`src/hw/sbp_pkg.sv`:
```
// Package of constants and types for the static branch predictor with return stack
package sbp_pkg;
	localparam int SBP_ADDR_W = 32;
	localparam int SBP_RAS_DEPTH = 16;
	localparam int SBP_RAS_PTR_W = 4;
	localparam logic [SBP_RAS_PTR_W-1:0] SBP_PTR_RST = 4'h0;
	localparam logic [SBP_RAS_PTR_W:0] SBP_CNT_RST = 5'h00;
	localparam logic [SBP_ADDR_W-1:0] SBP_ADDR_RST = 32'h00000000;

	// Branch kind from decode
	typedef enum logic [2:0] {
		SBP_BR_NONE = 3'h0,
		SBP_BR_COND = 3'h1,
		SBP_BR_INDIRECT = 3'h2,
		SBP_BR_CALL = 3'h3,
		SBP_BR_RET = 3'h4,
		SBP_BR_JUMP = 3'h5
	} sbp_kind_t;

	// Source of a prediction
	typedef enum logic [3:0] {
		SBP_SRC_NONE = 4'h1,
		SBP_SRC_BTB = 4'h2,
		SBP_SRC_STATIC = 4'h4,
		SBP_SRC_RAS = 4'h8
	} sbp_src_t;
endpackage : sbp_pkg

```
`src/hw/sbp_ras.sv`:
```
// Circular return address stack
`timescale 1ns/10ps
module sbp_ras
	import sbp_pkg::*;
#(
	parameter int DEPTH = SBP_RAS_DEPTH,
	parameter int PTR_W = SBP_RAS_PTR_W,
	parameter int ADDR_W = SBP_ADDR_W
) (
	// Clock and reset
	input wire logic clk_sys,
	input wire logic rst_n,
	// Stack operations
	input wire logic push,
	input wire logic pop,
	input wire logic [ADDR_W-1:0] push_addr,
	// Stack view
	output logic [ADDR_W-1:0] top_addr,
	output logic top_valid
);
	typedef struct packed {
		logic [PTR_W-1:0] ptr;
		logic [PTR_W:0] count;
	} sbp_ras_st_t;

	sbp_ras_st_t st;
	sbp_ras_st_t next_st;
	logic [ADDR_W-1:0] mem [DEPTH];
	logic [PTR_W-1:0] top_idx;

	assign top_idx = st.ptr - {{(PTR_W-1){1'b0}}, 1'b1};
	assign top_addr = mem[top_idx];
	assign top_valid = (st.count != '0);

	always_comb begin
		next_st = st;
		if (push) begin
			// Wrap overwrites oldest entry when full
			next_st.ptr = st.ptr + {{(PTR_W-1){1'b0}}, 1'b1};
			if (st.count != DEPTH[PTR_W:0]) begin
				next_st.count = st.count + {{PTR_W{1'b0}}, 1'b1};
			end
		end else if (pop && top_valid) begin
			next_st.ptr = top_idx;
			next_st.count = st.count - {{PTR_W{1'b0}}, 1'b1};
		end
	end

	always_ff @(posedge clk_sys) begin
		if (!rst_n) begin
			st.ptr <= '0;
			st.count <= '0;
		end else begin
			st <= next_st;
		end
	end

	always_ff @(posedge clk_sys) begin
		if (push) begin
			mem[st.ptr] <= push_addr;
		end
	end

	a_count_bound: assert property (@(posedge clk_sys) disable iff (!rst_n)
		st.count <= DEPTH[PTR_W:0])
		else $error("stack count above depth");
	a_push_top: assert property (@(posedge clk_sys) disable iff (!rst_n)
		push |=> (top_valid && top_addr == $past(push_addr)))
		else $error("pushed address not on top");
endmodule : sbp_ras

```
`src/hw/sbp_top.sv`:
```
// Static branch predictor with return address stack
`timescale 1ns/10ps
module sbp_top
	import sbp_pkg::*;
#(
	parameter int ADDR_W = SBP_ADDR_W,
	parameter int RAS_DEPTH = SBP_RAS_DEPTH,
	parameter int RAS_PTR_W = SBP_RAS_PTR_W
) (
	// Clock and reset
	input wire logic clk_sys,
	input wire logic rst_n,
	// Decoded branch from fetch front end
	input wire logic br_valid,
	input wire logic [2:0] br_kind,
	input wire logic [ADDR_W-1:0] br_pc,
	input wire logic [ADDR_W-1:0] br_target,
	input wire logic [ADDR_W-1:0] br_next_pc,
	// Target buffer lookup result
	input wire logic btb_hit,
	input wire logic btb_taken,
	input wire logic [ADDR_W-1:0] btb_target,
	// Branch resolution from execute
	input wire logic res_valid,
	input wire logic [2:0] res_kind,
	input wire logic res_taken,
	input wire logic res_btb_hit,
	input wire logic [ADDR_W-1:0] res_pc,
	input wire logic [ADDR_W-1:0] res_target,
	// Registered prediction
	output logic pred_valid,
	output logic pred_taken,
	output logic [ADDR_W-1:0] pred_target,
	output logic [3:0] pred_src,
	// Target buffer allocation request
	output logic alloc_valid,
	output logic [ADDR_W-1:0] alloc_pc,
	output logic [ADDR_W-1:0] alloc_target
);
	typedef struct packed {
		logic pred_valid;
		logic pred_taken;
		logic [ADDR_W-1:0] pred_target;
		sbp_src_t pred_src;
		logic alloc_valid;
		logic [ADDR_W-1:0] alloc_pc;
		logic [ADDR_W-1:0] alloc_target;
	} sbp_st_t;

	sbp_st_t st;
	sbp_st_t next_st;
	sbp_kind_t kind;
	sbp_kind_t rkind;
	logic ras_push;
	logic ras_pop;
	logic [ADDR_W-1:0] ras_top;
	logic ras_top_valid;
	logic backward;

	assign kind = sbp_kind_t'(br_kind);
	assign rkind = sbp_kind_t'(res_kind);
	assign backward = (br_target < br_pc);
	assign ras_push = br_valid && (kind == SBP_BR_CALL);
	assign ras_pop = br_valid && (kind == SBP_BR_RET);

	sbp_ras #(
		.DEPTH(RAS_DEPTH),
		.PTR_W(RAS_PTR_W),
		.ADDR_W(ADDR_W)
	) u_ras (
		.clk_sys(clk_sys),
		.rst_n(rst_n),
		.push(ras_push),
		.pop(ras_pop),
		.push_addr(br_next_pc),
		.top_addr(ras_top),
		.top_valid(ras_top_valid)
	);

	always_comb begin
		next_st = st;
		next_st.pred_valid = br_valid;
		next_st.pred_taken = 1'b0;
		next_st.pred_target = br_next_pc;
		next_st.pred_src = SBP_SRC_NONE;
		if (br_valid) begin
			if (kind == SBP_BR_RET && ras_top_valid) begin
				// Return target from stack
				next_st.pred_taken = 1'b1;
				next_st.pred_target = ras_top;
				next_st.pred_src = SBP_SRC_RAS;
			end else if (btb_hit) begin
				// Buffer wins; indirect gets the target allocated at its last taken miss
				next_st.pred_taken = btb_taken;
				next_st.pred_target = btb_taken ? btb_target : br_next_pc;
				next_st.pred_src = SBP_SRC_BTB;
			end else begin
				// Miss: buffer gives nothing, static logic decides
				next_st.pred_src = SBP_SRC_STATIC;
				if (kind == SBP_BR_COND) begin
					next_st.pred_taken = backward;
					next_st.pred_target = backward ? br_target : br_next_pc;
				end else if (kind == SBP_BR_CALL || kind == SBP_BR_JUMP) begin
					next_st.pred_taken = 1'b1;
					next_st.pred_target = br_target;
				end else begin
					next_st.pred_taken = 1'b0;
					next_st.pred_target = br_next_pc;
				end
			end
		end
		// Allocate only on a taken resolution that missed and is not a return
		next_st.alloc_valid = res_valid && res_taken && !res_btb_hit && (rkind != SBP_BR_RET);
		next_st.alloc_pc = res_pc;
		next_st.alloc_target = res_target;
	end

	always_ff @(posedge clk_sys) begin
		if (!rst_n) begin
			st.pred_valid <= 1'b0;
			st.pred_taken <= 1'b0;
			st.pred_target <= SBP_ADDR_RST;
			st.pred_src <= SBP_SRC_NONE;
			st.alloc_valid <= 1'b0;
			st.alloc_pc <= SBP_ADDR_RST;
			st.alloc_target <= SBP_ADDR_RST;
		end else begin
			st <= next_st;
		end
	end

	assign pred_valid = st.pred_valid;
	assign pred_taken = st.pred_taken;
	assign pred_target = st.pred_target;
	assign pred_src = st.pred_src;
	assign alloc_valid = st.alloc_valid;
	assign alloc_pc = st.alloc_pc;
	assign alloc_target = st.alloc_target;

	a_no_alloc_nt: assert property (@(posedge clk_sys) disable iff (!rst_n)
		(res_valid && !res_taken) |=> !alloc_valid)
		else $error("allocation for not taken branch");
	a_miss_static: assert property (@(posedge clk_sys) disable iff (!rst_n)
		(br_valid && !btb_hit && kind != SBP_BR_RET) |=> pred_src == SBP_SRC_STATIC)
		else $error("miss not predicted statically");
	a_fwd_nt: assert property (@(posedge clk_sys) disable iff (!rst_n)
		(br_valid && !btb_hit && kind == SBP_BR_COND && !backward) |=> !pred_taken)
		else $error("forward branch predicted taken");
	a_bwd_t: assert property (@(posedge clk_sys) disable iff (!rst_n)
		(br_valid && !btb_hit && kind == SBP_BR_COND && backward)
		|=> (pred_taken && pred_target == $past(br_target)))
		else $error("backward branch not predicted taken");
	a_ind_nt: assert property (@(posedge clk_sys) disable iff (!rst_n)
		(br_valid && !btb_hit && kind == SBP_BR_INDIRECT)
		|=> (!pred_taken && pred_target == $past(br_next_pc)))
		else $error("indirect miss predicted taken");
	a_call_ret: assert property (@(posedge clk_sys) disable iff (!rst_n)
		(br_valid && kind == SBP_BR_CALL) ##1 (br_valid && kind == SBP_BR_RET)
		|=> (pred_taken && pred_target == $past(br_next_pc, 2)))
		else $error("return target not from stack");
	a_ind_hit: assert property (@(posedge clk_sys) disable iff (!rst_n)
		(br_valid && btb_hit && btb_taken && kind == SBP_BR_INDIRECT)
		|=> pred_target == $past(btb_target))
		else $error("indirect hit ignores buffer target");
	a_hit_wins: assert property (@(posedge clk_sys) disable iff (!rst_n)
		(br_valid && btb_hit && kind != SBP_BR_RET) |=> pred_taken == $past(btb_taken))
		else $error("hit overridden by static");

	c_bwd: cover property (@(posedge clk_sys) disable iff (!rst_n)
		br_valid && !btb_hit && kind == SBP_BR_COND && backward);
	c_ret: cover property (@(posedge clk_sys) disable iff (!rst_n)
		pred_valid && pred_src == SBP_SRC_RAS);
	c_alloc: cover property (@(posedge clk_sys) disable iff (!rst_n) alloc_valid);
endmodule : sbp_top

```
`config.mk`:
```
export PLATFORM = sky130hd
export DESIGN_NAME = sbp_top
export DESIGN_NICKNAME = d
export VERILOG_FILES = /design/src/hw/sbp_pkg.sv /design/src/hw/sbp_ras.sv /design/src/hw/sbp_top.sv
export SDC_FILE = /design/constraint.sdc
export NUM_CORES = 1
export LEC_CHECK = 0
export BUFFER_PORTS_ARGS = -buffer_cell sky130_fd_sc_hd__buf_2
export CORE_ASPECT_RATIO = 0.5
export CORE_MARGIN = 2
export CORE_UTILIZATION = 54
export CTS_BUF_LIST = sky130_fd_sc_hd__clkbuf_4
export DETAILED_ROUTE_END_ITERATION = 10
export GPL_ROUTABILITY_DRIVEN = 0
export GPL_TIMING_DRIVEN = 0
export PLACE_DENSITY_LB_ADDON = 0.08
export SLEW_MARGIN = 20
export SYNTH_ARGS = -nofsm -noshare
export SYNTH_HDL_FRONTEND = slang
export SYNTH_SLANG_ARGS = --single-unit
```
`constraint.sdc`:
```
create_clock -name clk_sys -period 5.55 [get_ports clk_sys]
set_input_delay 0.2775 -clock clk_sys [delete_from_list [all_inputs] [get_ports clk_sys]]
set_output_delay 0.2775 -clock clk_sys [all_outputs]
set_load 0.005 [all_outputs]
```
Word-level counts from Yosys, hierarchy flattened
Memories as Yosys holds them, arrays and structs flattened.
Cells that the tools add are included.
- add/subtract/negate cells: 4
- $lt $le $gt $ge: 1
- equality and inequality tests: 7
- muxes and demuxes: 12
- bitwise logic cells: 2
- reduce and logical (&&, ||, !) cells: 14
- operator list (kind ; number):
    37-bit 2-to-1 mux ; 2
    33-bit 2-to-1 mux ; 2
    32-bit 2-to-1 mux ; 2
    36-bit 2-to-1 mux ; 1
    32-bit less-than comparator ; 1
    9-bit 2-to-1 mux ; 2
    1-bit logical AND ; 7
    3-bit == test, second input constant ; 2
    5-bit by 1-bit adder with 5-bit output, second input constant ; 1
    5-bit 2-to-1 mux ; 1
    5-bit inequality test, second input constant ; 1
    5-bit nonzero test ; 1
    5-bit by 1-bit subtractor with 5-bit output, second input constant ; 1
    4-bit by 1-bit adder with 4-bit output, second input constant ; 1
    2-bit AND reduction ; 2
    4-bit by 1-bit subtractor with 4-bit output, second input constant ; 1
    3-bit by 1-bit == test with 1-bit output, second input constant ; 1
    3-bit by 2-bit == test with 1-bit output, second input constant ; 1
    3-bit inequality test, second input constant ; 1
    3-bit OR reduction ; 1
    1-bit 2-to-1 mux ; 2
    2-bit by 1-bit inequality test with 1-bit output, second input constant ; 1
    1-bit NOT ; 2
    2-bit nonzero test ; 1
    2 further kinds ; 2
- flip-flop bits (word level): 112
- RAM bits: 512
- input bits: 206
- output and inout bits: 103
- word-level logic and storage cells: 51
- memories: 1
- memory list (name ; words ; bits a word ; read ports ; clocked after Yosys merged registers in ; wr ports ; line ; source):
    u_ras.mem ; 16 ; 32 ; 1 ; 0 ; 1 ; sbp_ras.sv:28 ; logic [ADDR_W-1:0] mem [DEPTH];

Longest topological paths before layout
- depth in word-level cells: 7
- mapped depth: 13
- depth with buffers taken out: 10

By module
Synthesis repeated with hierarchy kept, for this count alone.
- cell total of the unflattened synthesis: 1485
- area total of the unflattened synthesis: 25776.0 um^2
- by module, submodules not included (module ; instances ; cells an instance ; area each (um^2) ; seq. area each (um^2)):
    sbp_ras ; 1 ; 806 ; 19951.6 ; 15554.9
    sbp_top ; 1 ; 679 ; 5824.3 ; 2062.0

Least setup slack after synthesis
OpenSTA, ideal clock, no wires.
- path kind: reg-to-reg
- start: reg u_ras.st[5] (netlist bit)
- end: mem u_ras.mem[0][0] (netlist bit), enable pin
- data arrival time: 3.387 ns
- data required time: 5.089 ns
- path slack: 1.701 ns
- stages on the path, launching flop included: 8
- cells stage by stage: dfxtp_1 buf_2 buf_4 buf_2 inv_1 ha_1 nand2_1 nor3_1
- RTL lines (item ; line ; source):
    from (decl) ; sbp_ras.sv:26 ; sbp_ras_st_t st;
    from (signal assigned) ; sbp_ras.sv:54 ; st <= next_st;
    to (decl) ; sbp_ras.sv:28 ;
No word-level cell before the write port.

Worst setup path in the final report
- start: reg u_ras.st[5] (netlist bit)
- end: reg pred_target[18] (netlist name)
- cells in the longest elaborated chain, start to end: 4
- ends and longest elaborated chain (item ; line ; source):
    4-bit by 1-bit subtractor with 4-bit output ; sbp_ras.sv:31 ; assign top_idx = st.ptr - {{(PTR_W-1){1'b0}}, 1'b1};
    memory read 16 x 32 bit ; - ;
    37-bit 2-to-1 mux ; sbp_top.sv:87 ; if (kind == SBP_BR_RET && ras_top_valid) begin
    36-bit 2-to-1 mux ; sbp_top.sv:86 ; if (br_valid) begin
Every way passes these cells.
A chain may end at the register's enable or synchronous reset.

==> impl_results.rst <==
.. list-table::
   :header-rows: 1

   * - Metric
     - Value
   * - End of the worst register-to-register path
     - pred_target[18]
   * - Source-to-sink clock delay at the later pin of the worst-skew pair
     - 0.91 ns
   * - Placed instance area
     - 28,500 um^2
   * - Async set-or-reset flop fraction in the synthesized netlist
     - 0%
   * - RSZ-0062 raised after global routing
     - no
   * - Overflow left after global routing
     - 0
   * - Number of top-level design ports
     - approximately 310
   * - Pin count of the biggest net entering global routing
     - 20
   * - Number of violations reported at the end of detailed-routing iteration 0
     - 1,854
   * - Final routed wire length divided by cell count
     - 25.4 um
   * - Type of element capturing the critical path
     - register
   * - Launch point of the worst reg-to-reg path
     - u_ras.st[5]
   * - Instance count along the most critical hold path
     - 6
   * - Leading register cell type out of synthesis
     - sky130_fd_sc_hd__edfxtp_1
   * - Count of nets left with antenna violations after detail routing
     - 0
   * - Critical path data arrival time
     - approximately 5.8 ns
   * - Net count after synthesis
     - 1,728
   * - Syn-to-layout area delta
     - 25.9%
   * - Setup TNS
     - 0 ns
   * - Share of layout cells above drive strength 1
     - 35.6%
   * - Wire length of the first global-routing pass
     - 104,000 um
   * - Final Skew
     - 0.0596 ns
   * - Number of H-tree branching levels
     - 4
   * - Max rail drop VDD
     - between 0.2 and 0.25 mV
   * - Setup CP Type
     - reg -> reg
   * - R2R setup slack
     - 0.52 ns
   * - Req. time, crit path
     - 6.32 ns
   * - DIE WIDTH
     - 311 um
   * - Relative slew slack
     - 25.8%
   * - Power density normalized to cell area
     - 311 nW/um^2
   * - Antenna violations before repair
     - 3
   * - Maximum clock insertion buffer count
     - 3
   * - Num rows
     - 56
   * - Post-route worst setup slack
     - 0.521 ns
   * - Core area
     - around 47,000 um^2
   * - Fraction of the yosys area taken by sequential cells
     - 69.4%
   * - Clk sinks
     - 624
   * - Total routing usage reported by global routing
     - 29.8%
   * - Post-Synthesis Cell Area
     - 25,400 um^2
   * - I/O Buffers
     - slightly above 300
   * - Transition time at the pin with the least slew margin
     - around 1.1 ns
   * - Max Cap Violations
     - 0
   * - Critical Path Fanout Max
     - 10
   * - Avg Synthesized Cell Area
     - around 17 um^2
   * - Placed instance count
     - 2,465
   * - Total die area
     - 48,900 um^2
   * - Post-route cell area
     - around 32,000 um^2
   * - Buffers inserted by post-CTS timing repair
     - 0
   * - Final-report max-slew violation count
     - 0
   * - Top library cells by usage in the layout, fill and taps aside
     - 512 x sky130_fd_sc_hd__edfxtp_1, 333 x sky130_fd_sc_hd__buf_2, 208 x sky130_fd_sc_hd__clkbuf_4
   * - Result of the run
     - complete, no violations
   * - Starting density of the core
     - 54.5%
   * - Leading cell type in the layout, fill and taps excluded
     - sky130_fd_sc_hd__edfxtp_1
   * - Number of CTS-inserted buffers
     - 142
   * - Post-CTS clock slew at the launch and capture registers of the worst setup and hold paths
     - 0.07 ns
   * - Number of distinct library cell variants in the gate-level netlist after synthesis
     - 50
   * - Worst Hold Endpoint
     - pred_target[21]
   * - Vertical die dimension
     - 157 um
   * - Post-detailed-route DRC marker count
     - 0
   * - Final non-filler cell total
     - 2,875
   * - FF+latch count, synth
     - 624
   * - Syn. warnings
     - 0
   * - Vias in the first global route
     - 17,000
   * - Hold Fails Final Rpt
     - 0
   * - Time the final worst path needs with I/O delays and setup
     - 5.03 ns
   * - Initial DRT Pass Iterations
     - 5
   * - Standby leakage power
     - 0.0118 uW
   * - Clk root buf
     - sky130_fd_sc_hd__clkbuf_4
   * - Max Fclk
     - 0.199 GHz
   * - Via total after detailed routing
     - 16,800
   * - Post-Syn Instances
     - 1,482
   * - Kind of start point of the critical path
     - register
   * - Number of setup violations in the final report
     - 0
   * - Total length of routed wires
     - between 70,000 and 80,000 um
   * - Hold/Removal Path Class
     - in -> reg
   * - Clock tree from TritonCTS
     - yes
   * - Minimum hold slack
     - ~0.058 ns
   * - Final period utilization
     - 90.6%
   * - Average vias per placed instance
     - between 5 and 6
   * - Post-layout net count
     - 2,377
   * - Startpoint of the worst hold path
     - btb_target[21]
   * - Number of instances resized during post-cts repair
     - 0
   * - CTS hold repair buffers
     - 160
   * - Worst Reg2Reg Path Length in Cells
     - 13
   * - Placed wire-length estimate after detailed placement
     - 48,000 um
   * - EDFF count, synth
     - approximately 500
   * - Place WS
     - slightly below 1 ns
-- sequential cells by signal, indices dropped and copies added (netlist names) --
name / cells
u_ras.mem: 512
alloc_pc: 32
alloc_target: 32
pred_target: 32
u_ras.st: 9
pred_src: 4
alloc_valid: 1
pred_taken: 1
pred_valid: 1
-- through the flow --
step / total power (uW) / utilization [%]
6_report: 9950 / 68.6
5_1_grt: 10300 / 68.6
3_3_place_gp: 6170 / 59.5
4_1_cts: 10000 / 68.6
2_1_floorplan: 5770 / -
3_5_place_dp: 6200 / 61.1
-- kinds of logic (layout without fill, tap and decap cells) --
kind of cell,after synthesis,in the layout,share of synthesized area (%)
buffers and inverters,128,881,2.28
AO/OA/AOI/OAI,222,222,5.66
XOR/XNOR,9,9,0.311
flip-flops,624,624,69.4
other,0,2,0
multiplexers,226,226,15.4
AND/OR/NAND/NOR,233,233,4.97
adder cells (fa/ha/maj),40,40,2.00
-- cell type report --
cell class	count	area, um^2
Clock inverter	40	292
Sequential cell	624	17600
Antenna cell	2	5.00
Multi-Input combinational cell	730	7310
Inverter	38	143
Fill cell	3122	14600
Buffer	90	435
Tap cell	638	798
Clock buffer	208	1560
Timing Repair Buffer	505	3790
-- metal layers --
metal / vias up / wire, um / GRT usage [%]
li1: 7231 / - / -
met2: 950 / 34700 / 48.0
met3: 198 / 6550 / 7.59
met1: 8407 / 28600 / 38.4
met5: - / 13 / 0
met4: 2 / 3070 / 14.1
-- critical path: stages, from the launching register on --
cell                            delay [ns]
sky130_fd_sc_hd__dfxtp_1              0.37
sky130_fd_sc_hd__buf_2                0.23
sky130_fd_sc_hd__buf_4                0.31
sky130_fd_sc_hd__buf_2                0.43
sky130_fd_sc_hd__inv_1                0.17
sky130_fd_sc_hd__ha_1                 0.46
sky130_fd_sc_hd__buf_2                0.38
sky130_fd_sc_hd__buf_1                0.83
sky130_fd_sc_hd__mux4_2               0.42
sky130_fd_sc_hd__mux2i_1              0.23
sky130_fd_sc_hd__a21oi_1              0.15
sky130_fd_sc_hd__o221ai_1             0.26
sky130_fd_sc_hd__a211oi_1             0.08
sky130_fd_sc_hd__dlygate4sd3_1        0.59
-- Yosys cell counts, types with 2 or more instances --
master | number | area share [%]
sky130_fd_sc_hd__edfxtp_1 | 512 | 61
sky130_fd_sc_hd__mux4_2 | 128 | 11
sky130_fd_sc_hd__dfxtp_1 | 112 | 8.8
sky130_fd_sc_hd__a21oi_1 | 85 | 1.7
sky130_fd_sc_hd__mux2i_1 | 66 | 2.6
sky130_fd_sc_hd__and2_1 | 64 | 1.6
sky130_fd_sc_hd__a211oi_1 | 48 | 1.4
sky130_fd_sc_hd__nor2_1 | 47 | 0.69
sky130_fd_sc_hd__clkbuf_1 | 44 | 0.65
sky130_fd_sc_hd__ha_1 | 39 | 1.9
sky130_fd_sc_hd__inv_1 | 38 | 0.56
sky130_fd_sc_hd__o21ai_0 | 37 | 0.73
sky130_fd_sc_hd__nor2b_1 | 35 | 0.86
sky130_fd_sc_hd__mux2_2 | 32 | 1.4
sky130_fd_sc_hd__nand2_1 | 32 | 0.47
sky130_fd_sc_hd__buf_2 | 27 | 0.53
sky130_fd_sc_hd__nand2b_1 | 18 | 0.44
sky130_fd_sc_hd__or3_1 | 17 | 0.42
sky130_fd_sc_hd__o221ai_1 | 16 | 0.55
sky130_fd_sc_hd__o32ai_1 | 15 | 0.52
sky130_fd_sc_hd__buf_4 | 11 | 0.33
sky130_fd_sc_hd__nor3_1 | 6 | 0.12
sky130_fd_sc_hd__buf_1 | 5 | 0.074
sky130_fd_sc_hd__xor2_1 | 5 | 0.17
sky130_fd_sc_hd__nand4_1 | 4 | 0.099
sky130_fd_sc_hd__xnor2_1 | 4 | 0.14
sky130_fd_sc_hd__a21o_1 | 3 | 0.089
sky130_fd_sc_hd__buf_6 | 3 | 0.13
sky130_fd_sc_hd__o211ai_1 | 3 | 0.089
sky130_fd_sc_hd__and3_1 | 2 | 0.049
sky130_fd_sc_hd__and4_1 | 2 | 0.069
sky130_fd_sc_hd__nand3_1 | 2 | 0.039
sky130_fd_sc_hd__o21ai_1 | 2 | 0.039
sky130_fd_sc_hd__o41ai_1 | 2 | 0.069
-- worst max-delay path by stage --
stage                            end         from  slack (ns)
finish               pred_target[18]  u_ras.st[5]        0.52
global route         pred_target[18]  u_ras.st[5]        0.37
CTS                  pred_target[18]  u_ras.st[5]        0.51
detailed placement   pred_target[22]  u_ras.st[5]        0.97
global placement    u_ras.mem[2][13]  u_ras.st[5]       -0.78
floorplan            u_ras.mem[0][0]  u_ras.st[5]        1.70
-- power by group --
part | total [uW] | switching (uW) | leakage [uW] | internal, uW
registers | 5130 | 20.0 | 0.00553 | 5110
logic | 1080 | 602 | 0.00513 | 479
clock network | 3740 | 1860 | 0.00109 | 1880
Power figures use the tool's default switching activity.
